File: src/rtl/mviu_defs.svh
// Function
// - Accept five sources: two external pins, timer, time base, clock tick.
// - Servicing clears global enable; later requests still set their flags.
// - No acknowledge while return stack full; wait for a return to pop.
// - Acknowledge pushes only program counter, then branches to the vector.
// - Chosen edge on external pin a or b sets flag bit 4 or 5.
// - Enabled external request branches to 04H or 08H, clearing flag and global enable.
// - Timer overflow sets bit 6; service branches to 0CH, clears flag and global.
// - Time base sets high bit 4; service branches to 10H, clears flag and global.
// - Clock tick sets high bit 5; service branches to 14H, clears flag and global.
// - In service, acknowledges wait for interrupt return or software re-enable.
// - Interrupt return sets global enable; plain return leaves it alone.
// - Requests between two phase-two pulses are served on the latter pulse.
// - Simultaneous requests served ext a, ext b, timer, time base, clock tick.
// - Low register: global bit 0, ext enables bits 1-2, timer bit 3, bit 7 zero.
// - High register: time base enable bit 0, tick enable bit 1; 2,3,6,7 zero.
// - Flags stay set until serviced or cleared; enables only block servicing.
// - Any of the five sources wakes the device from power-down.
// - Return stack holds four levels, pointer hidden from software.
`ifndef MVIU_DEFS_SVH
`define MVIU_DEFS_SVH

`define MVIU_ADDR_CTRL_LOW 8'h0b
`define MVIU_ADDR_CTRL_HIGH 8'h1e
`define MVIU_CTRL_RESET 8'h00
`define MVIU_BIT_GLOBAL 0
`define MVIU_BIT_EXT0_EN 1
`define MVIU_BIT_EXT1_EN 2
`define MVIU_BIT_TIMER_EN 3
`define MVIU_BIT_EXT0_FLAG 4
`define MVIU_BIT_EXT1_FLAG 5
`define MVIU_BIT_TIMER_FLAG 6
`define MVIU_BIT_TB_EN 0
`define MVIU_BIT_TICK_EN 1
`define MVIU_BIT_TB_FLAG 4
`define MVIU_BIT_TICK_FLAG 5
`define MVIU_VEC_EXT0 11'h004
`define MVIU_VEC_EXT1 11'h008
`define MVIU_VEC_TIMER 11'h00c
`define MVIU_VEC_TB 11'h010
`define MVIU_VEC_TICK 11'h014
`define MVIU_STACK_DEPTH 3'h4
`define MVIU_SP_ZERO 3'h0
`define MVIU_SP_ONE 3'h1
`define MVIU_EDGE_FALL 2'h0
`define MVIU_EDGE_RISE 2'h1
`define MVIU_EDGE_BOTH 2'h2

`endif

File: src/rtl/mviu_pkg.sv
package mviu_pkg;
    typedef enum logic [1:0] {
        MVIU_SRC_EXT0,
        MVIU_SRC_EXT1,
        MVIU_SRC_TIMER,
        MVIU_SRC_TB
    } mviu_unused_t;

    typedef struct packed {
        logic [7:0] addr;
        logic [7:0] wdata;
        logic wr;
        logic rd;
    } mviu_reg_req_t;

    typedef struct packed {
        logic call;
        logic irq_return;
        logic plain_return;
    } mviu_seq_t;

    typedef struct packed {
        logic ack;
        logic [10:0] vector;
    } mviu_ack_t;
endpackage

File: src/rtl/mviu_top.sv
`timescale 1ns/1ps
`include "mviu_defs.svh"
module mviu_top (
    // Clock and reset
    input wire logic i_clk_sys,
    input wire logic i_rst_b,
    // Register port
    input wire mviu_pkg::mviu_reg_req_t i_reg,
    output logic [7:0] o_rdata,
    // Sources
    input wire logic i_ext_irq_pin_a,
    input wire logic i_ext_irq_pin_b,
    input wire logic [1:0] i_edge_sel_a,
    input wire logic [1:0] i_edge_sel_b,
    input wire logic i_timer_overflow,
    input wire logic i_timebase_tick,
    input wire logic i_clock_tick,
    // Core sequencer
    input wire logic i_phase_two_pulse,
    input wire logic [10:0] i_pc,
    input wire mviu_pkg::mviu_seq_t i_seq,
    output mviu_pkg::mviu_ack_t o_ack,
    output logic [10:0] o_return_pc,
    output logic o_stack_full,
    output logic o_wake
);
    import mviu_pkg::*;

    // ------------------------------------------------------------
    // Control registers and edge detection
    // ------------------------------------------------------------
    logic global_irq_enable_q;
    logic ext0_irq_enable_q;
    logic ext1_irq_enable_q;
    logic timer_irq_enable_q;
    logic timebase_irq_enable_q;
    logic clock_tick_irq_enable_q;
    logic [4:0] flag_q;
    logic [4:0] flag_d;
    logic [4:0] enable;
    logic [4:0] event_set;
    logic [4:0] service;
    logic pin_a_q;
    logic pin_b_q;
    logic edge_a;
    logic edge_b;
    logic [2:0] sp_q;
    logic [10:0] stack_q [0:3];
    logic [1:0] top_idx;
    logic wr_low;
    logic wr_high;
    logic ack;
    logic [10:0] vec;

    always_ff @(posedge i_clk_sys or negedge i_rst_b) begin
        if (!i_rst_b) begin
            pin_a_q <= 1'b0;
            pin_b_q <= 1'b0;
        end else begin
            pin_a_q <= i_ext_irq_pin_a;
            pin_b_q <= i_ext_irq_pin_b;
        end
    end

    function automatic logic edge_hit(input logic prev, input logic cur, input logic [1:0] sel);
        logic r;
        r = 1'b0;
        case (sel)
            `MVIU_EDGE_FALL: r = prev & ~cur;
            `MVIU_EDGE_RISE: r = ~prev & cur;
            `MVIU_EDGE_BOTH: r = prev ^ cur;
            default: r = 1'b0;
        endcase
        return r;
    endfunction

    assign edge_a = edge_hit(pin_a_q, i_ext_irq_pin_a, i_edge_sel_a);
    assign edge_b = edge_hit(pin_b_q, i_ext_irq_pin_b, i_edge_sel_b);
    assign event_set = {i_clock_tick, i_timebase_tick, i_timer_overflow, edge_b, edge_a};
    assign enable = {clock_tick_irq_enable_q, timebase_irq_enable_q, timer_irq_enable_q,
                     ext1_irq_enable_q, ext0_irq_enable_q};

    assign wr_low = i_reg.wr && (i_reg.addr == `MVIU_ADDR_CTRL_LOW);
    assign wr_high = i_reg.wr && (i_reg.addr == `MVIU_ADDR_CTRL_HIGH);

    // ------------------------------------------------------------
    // Arbitration: serviced only on phase-two pulse
    // ------------------------------------------------------------
    // Fixed priority, lowest index wins; sampling on the pulse makes all
    // flags raised since the previous pulse compete together.
    always_comb begin
        service = 5'h00;
        vec = `MVIU_VEC_EXT0;
        if (i_phase_two_pulse && global_irq_enable_q && (sp_q != `MVIU_STACK_DEPTH)) begin
            if (flag_q[0] && enable[0]) begin
                service = 5'h01;
                vec = `MVIU_VEC_EXT0;
            end else if (flag_q[1] && enable[1]) begin
                service = 5'h02;
                vec = `MVIU_VEC_EXT1;
            end else if (flag_q[2] && enable[2]) begin
                service = 5'h04;
                vec = `MVIU_VEC_TIMER;
            end else if (flag_q[3] && enable[3]) begin
                service = 5'h08;
                vec = `MVIU_VEC_TB;
            end else if (flag_q[4] && enable[4]) begin
                service = 5'h10;
                vec = `MVIU_VEC_TICK;
            end
        end
    end
    assign ack = |service;

    // ------------------------------------------------------------
    // Request flags
    // ------------------------------------------------------------
    always_comb begin
        flag_d = flag_q;
        if (wr_low) begin
            flag_d[0] = i_reg.wdata[`MVIU_BIT_EXT0_FLAG];
            flag_d[1] = i_reg.wdata[`MVIU_BIT_EXT1_FLAG];
            flag_d[2] = i_reg.wdata[`MVIU_BIT_TIMER_FLAG];
        end
        if (wr_high) begin
            flag_d[3] = i_reg.wdata[`MVIU_BIT_TB_FLAG];
            flag_d[4] = i_reg.wdata[`MVIU_BIT_TICK_FLAG];
        end
        flag_d = (flag_d & ~service) | event_set;
    end

    always_ff @(posedge i_clk_sys or negedge i_rst_b) begin
        if (!i_rst_b) begin
            flag_q <= 5'h00;
        end else begin
            flag_q <= flag_d;
        end
    end

    // ------------------------------------------------------------
    // Enable bits
    // ------------------------------------------------------------
    always_ff @(posedge i_clk_sys or negedge i_rst_b) begin
        if (!i_rst_b) begin
            global_irq_enable_q <= 1'b0;
            ext0_irq_enable_q <= 1'b0;
            ext1_irq_enable_q <= 1'b0;
            timer_irq_enable_q <= 1'b0;
        end else begin
            if (wr_low) begin
                ext0_irq_enable_q <= i_reg.wdata[`MVIU_BIT_EXT0_EN];
                ext1_irq_enable_q <= i_reg.wdata[`MVIU_BIT_EXT1_EN];
                timer_irq_enable_q <= i_reg.wdata[`MVIU_BIT_TIMER_EN];
            end
            // Acknowledge outranks a same-cycle software write of global
            if (ack) begin
                global_irq_enable_q <= 1'b0;
            end else if (i_seq.irq_return) begin
                global_irq_enable_q <= 1'b1;
            end else if (wr_low) begin
                global_irq_enable_q <= i_reg.wdata[`MVIU_BIT_GLOBAL];
            end
        end
    end

    always_ff @(posedge i_clk_sys or negedge i_rst_b) begin
        if (!i_rst_b) begin
            timebase_irq_enable_q <= 1'b0;
            clock_tick_irq_enable_q <= 1'b0;
        end else if (wr_high) begin
            timebase_irq_enable_q <= i_reg.wdata[`MVIU_BIT_TB_EN];
            clock_tick_irq_enable_q <= i_reg.wdata[`MVIU_BIT_TICK_EN];
        end
    end

    // ------------------------------------------------------------
    // Return stack
    // ------------------------------------------------------------
    // Pointer never leaves the block; a call on a full stack drops the
    // oldest entry by shifting the rest down and writing the top slot.
    assign top_idx = sp_q[1:0] - 2'h1;

    always_ff @(posedge i_clk_sys or negedge i_rst_b) begin
        if (!i_rst_b) begin
            sp_q <= `MVIU_SP_ZERO;
        end else if (ack || i_seq.call) begin
            if (sp_q != `MVIU_STACK_DEPTH) begin
                sp_q <= sp_q + `MVIU_SP_ONE;
            end
        end else if ((i_seq.irq_return || i_seq.plain_return) && (sp_q != `MVIU_SP_ZERO)) begin
            sp_q <= sp_q - `MVIU_SP_ONE;
        end
    end

    always_ff @(posedge i_clk_sys) begin
        if (ack || i_seq.call) begin
            if (sp_q == `MVIU_STACK_DEPTH) begin
                stack_q[0] <= stack_q[1];
                stack_q[1] <= stack_q[2];
                stack_q[2] <= stack_q[3];
                stack_q[3] <= i_pc;
            end else begin
                stack_q[sp_q[1:0]] <= i_pc;
            end
        end
    end

    // ------------------------------------------------------------
    // Outputs
    // ------------------------------------------------------------
    always_ff @(posedge i_clk_sys or negedge i_rst_b) begin
        if (!i_rst_b) begin
            o_ack <= '0;
            o_return_pc <= 11'h000;
        end else begin
            o_ack.ack <= ack;
            o_ack.vector <= vec;
            o_return_pc <= (sp_q == `MVIU_SP_ZERO) ? 11'h000 : stack_q[top_idx];
        end
    end

    always_ff @(posedge i_clk_sys or negedge i_rst_b) begin
        if (!i_rst_b) begin
            o_rdata <= 8'h00;
        end else if (i_reg.rd && i_reg.addr == `MVIU_ADDR_CTRL_LOW) begin
            o_rdata <= {1'b0, flag_q[2], flag_q[1], flag_q[0], timer_irq_enable_q,
                        ext1_irq_enable_q, ext0_irq_enable_q, global_irq_enable_q};
        end else if (i_reg.rd && i_reg.addr == `MVIU_ADDR_CTRL_HIGH) begin
            o_rdata <= {2'b00, flag_q[4], flag_q[3], 2'b00,
                        clock_tick_irq_enable_q, timebase_irq_enable_q};
        end else begin
            o_rdata <= 8'h00;
        end
    end

    assign o_stack_full = (sp_q == `MVIU_STACK_DEPTH);
    assign o_wake = |flag_q;
endmodule // mviu_top

File: config.mk
export PLATFORM = sky130hd
export DESIGN_NAME = mviu_top
export DESIGN_NICKNAME = d
export VERILOG_FILES = /design/src/rtl/mviu_pkg.sv /design/src/rtl/mviu_top.sv
export VERILOG_INCLUDE_DIRS = /design/src /design/src/rtl
export SDC_FILE = /design/constraint.sdc
export NUM_CORES = 1
export LEC_CHECK = 0
export CORE_ASPECT_RATIO = 1.25
export CORE_MARGIN = 4
export CORE_UTILIZATION = 36
export DETAILED_ROUTE_END_ITERATION = 10
export DONT_BUFFER_PORTS = 1
export HOLD_SLACK_MARGIN = 0.15
export SLEW_MARGIN = 20
export SYNTH_ARGS = -nofsm -noshare
export SYNTH_HDL_FRONTEND = slang
export SYNTH_SLANG_ARGS = --single-unit
File: constraint.sdc
create_clock -name i_clk_sys -period 2.84 [get_ports i_clk_sys]
set_input_delay 0.71 -clock i_clk_sys [delete_from_list [all_inputs] [get_ports i_clk_sys]]
set_output_delay 0.71 -clock i_clk_sys [all_outputs]
set_load 0.02 [all_outputs]
==> results.txt <==
YS warnings -> 0
Clock Latency Late Sink -> 330 ps
Post-Syn Area per Cell -> 15.03 um^2
Crit path max fanout -> 6
Kind of critical path -> reg -> reg
Fmax -> 376.0 MHz
Die Height -> 124.7 um
Fin crit share -> 0.9364
Worst slack at placement -> 208.9 ps
Cells after synthesis -> 261
Sequential area share after synthesis -> 0.5791
P&R area growth vs syn -> 12.21%
Gr ovfl total -> 0
Worst EP required -> 3050 ps
# Max-Cap Violations -> 0
Max rail drop VDD -> 657.6 uV
Multi-input logic area -> 0.001504 mm^2
Startpoint Class -> flip-flop
Layout Nets -> 327
Share of cells above drive strength 1 -> 0.3014
Total GRT Usage -> 0.1357
Worst Hold Class -> in -> async
Unrepaired setup endpoints after global routing -> no
Run status -> complete, no violations
Pin count of the biggest net entering global routing -> 39
DR vias/cell -> 5.261
Final WL -> 8292 um
Core box area -> 0.01062 mm^2
Starting Density -> 0.3696
Worst EP arrival -> 2870 ps
Final Hold Slack -> 216.4 ps
Lkg Pwr -> 0.001786 uW
Vias in the first global route -> 2282
Final Max Tran Viols -> 0
PortBufs -> 0
Total CTS buffers -> 9
TritonCTS clock tree -> yes
Relative slew slack -> 0.6664
Setup TNS -> 0 ps
Max H-tree Level -> 3
Longest Clk Path Bufs -> 2
Layout Skew -> 6.203 ps
Final hold violation count -> 0
Main flop type after synthesis -> edfxtp_1
Final GP Congestion -> 0.8134
Mapped cell area -> 0.003924 mm^2
Root buffer cell -> clkbuf_16
First-pass GRT wire length -> 12720 um
Drt wl/cell -> 20.03 um
Initial antenna violation count -> 0
Via count -> 2178
Final antenna-violating net count -> 0
Row count -> 42
Fin worst setup slack -> 180.8 ps
DRT iter0 DRCs -> 65
Netlist cell types -> 51
ANT cells -> 0
Die ar. -> 0.01264 mm^2
Die Width -> 101.4 um
Residual DRC -> 0
DRT Pass-1 Iters -> 4
Ys async rst share -> 0.4634
Fillers -> 959
Clk sink count -> 82
Flops & latches, synth -> 82
Register clock-pin slew on the reported worst setup and hold paths -> 60 ps
Fin crit period -> 2659 ps
Post-synth EDFFs -> 44
Ports -> 77
Least-Margin Pin Slew -> 497.4 ps
P per Cell Area -> 1041 mW/mm^2
Final Setup Violations -> 0
Post-DP HPWL -> 5649 um
Register area -> 0.002272 mm^2
Worst Setup End Kind -> flip-flop
[final cells by class]
class                      instances  area share
clock buffer                      10     0.05200
clock inverter                     6     0.01847
inverter                          11    0.009378
multi-input combinational        160      0.3416
sequential                        82      0.5161
tap                              132     0.03751
timing repair buffer              13     0.02501
[per-stage QoR]
| stage | utilization | cell area [um^2] | power [uW] | instances |
|---|---|---|---|---|
| 2_1_floorplan | - | 3954 | 3039 | 269 |
| 4_1_cts | 0.4141 | 4395 | 4644 | 413 |
| 6_report | 0.4148 | 4403 | 4582 | 414 |
| 5_1_grt | 0.4148 | 4403 | 4821 | 414 |
| 3_3_place_gp | 0.3830 | 4065 | 3364 | 396 |
| 3_5_place_dp | 0.3830 | 4065 | 3390 | 396 |
[metal layers]
metal | global-route usage | vias to the layer above | routed length [um] | share of wire
met5 | 0 | - | 0 | 0
met4 | 0.04773 | 0 | 116 | 0.014
met3 | 0.04538 | 9 | 614 | 0.074
met2 | 0.2265 | 77 | 4215 | 0.51
met1 | 0.1608 | 1106 | 3345 | 0.40
li1 | - | 986 | - | -
[cells in the mapped netlist (2+ instances only)]
| cell type | instances | share of area |
|---|---|---|
| a211oi_1 | 3 | 0.0057 |
| a21oi_1 | 5 | 0.0064 |
| a22o_1 | 3 | 0.0067 |
| a31oi_1 | 2 | 0.0032 |
| and2_1 | 4 | 0.0064 |
| buf_12 | 2 | 0.010 |
| buf_4 | 9 | 0.017 |
| dfrtp_1 | 38 | 0.24 |
| edfxtp_1 | 44 | 0.34 |
| ha_1 | 5 | 0.016 |
| inv_1 | 10 | 0.0096 |
| mux2_2 | 10 | 0.029 |
| mux2_4 | 28 | 0.11 |
| mux2i_1 | 5 | 0.013 |
| mux4_2 | 11 | 0.063 |
| nand2_1 | 12 | 0.011 |
| nand3_1 | 3 | 0.0038 |
| nor2_1 | 12 | 0.011 |
| nor2b_1 | 12 | 0.019 |
| nor3_1 | 5 | 0.0064 |
| nor4b_1 | 2 | 0.0045 |
| o21ai_1 | 2 | 0.0026 |
| o21bai_1 | 4 | 0.0077 |
| o22ai_1 | 2 | 0.0032 |
| or3_4 | 2 | 0.0057 |
[cell usage in the layout (no fill, tap or decap), drive strengths merged, types with 2 or more instances in the layout]
cell / instances
clkinv: 4
mux2i: 5
and2: 5
conb: 9
edfxtp: 44
o21ai: 4
a22o: 4
nor2: 13
a211oi: 3
a31oi: 2
bufinv: 2
a21oi: 5
or3: 2
nand2: 13
buf: 13
nor2b: 12
nor3: 6
mux2: 38
mux4: 11
ha: 5
dfrtp: 38
clkbuf: 10
nand3: 3
nor4b: 2
o21bai: 4
o22ai: 2
inv: 11
[flip-flops by register name, summed over array words and instances, names as in the netlist]
signal,flops
o_ack,4
ext0_irq_enable_q,1
timer_irq_enable_q,1
o_return_pc,11
global_irq_enable_q,1
stack_q,44
o_rdata,7
flag_q,5
timebase_irq_enable_q,1
ext1_irq_enable_q,1
pin_b_q,1
pin_a_q,1
sp_q,3
clock_tick_irq_enable_q,1
[worst max-delay path, stage by stage, from the launching register on]
cell	delay (ps)
dfrtp_1	420
inv_1	140
ha_1	210
nand2_2	90
inv_2	180
a211oi_1	120
nor2_1	180
inv_1	70
fa_1	400
or3b_2	470
a2bb2oi_1	140
o31a_1	120
[power by group]
group | switching, uW | internal, uW | leakage (uW) | total [uW]
sequential | 269 | 1660 | 0.000866 | 1930
combinational | 670 | 766 | 0.000768 | 1440
clock | 453 | 764 | 0.000152 | 1220
[path summary, 6_finish.rpt]
kind | startpoint | endpoint | slack, ps | cells past startpoint
worst min-delay path | i_rst_b | o_return_pc[2] | 220 | 1
worst max-delay path | sp_q[1] | sp_q[2] | 180 | 11
worst min register to register | ext1_irq_enable_q | o_rdata[2] | 540 | 1
worst max register to register | sp_q[1] | sp_q[2] | 180 | 11
min in group i_clk_sys | i_ext_irq_pin_b | pin_b_q | 400 | 0
max in group asynchronous | i_rst_b | o_return_pc[10] | 2430 | 1
[logic make-up (layout without fill, tap and decap cells)]
logic type	Yosys count	in the layout	share of synthesized area
DFF	82	82	0.5791
and+or+nand+nor	60	60	0.08546
muxes	54	54	0.2117
AOI/OAI and AO/OA	30	30	0.05421
buffers and inverters	27	40	0.04528
adders and majority gates	6	6	0.02105
other	1	9	0.0009557
xor gates and xnor gates	1	1	0.002233
[what timing repair did]
item,in CTS,in global routing
setup buffers,0,1
hold buffers,1,0
resized for setup,0,0
hold endpoints to repair,38,0
endpoints found under the setup margin,0,1
Note: power is estimated with default switching activity, not from simulation.
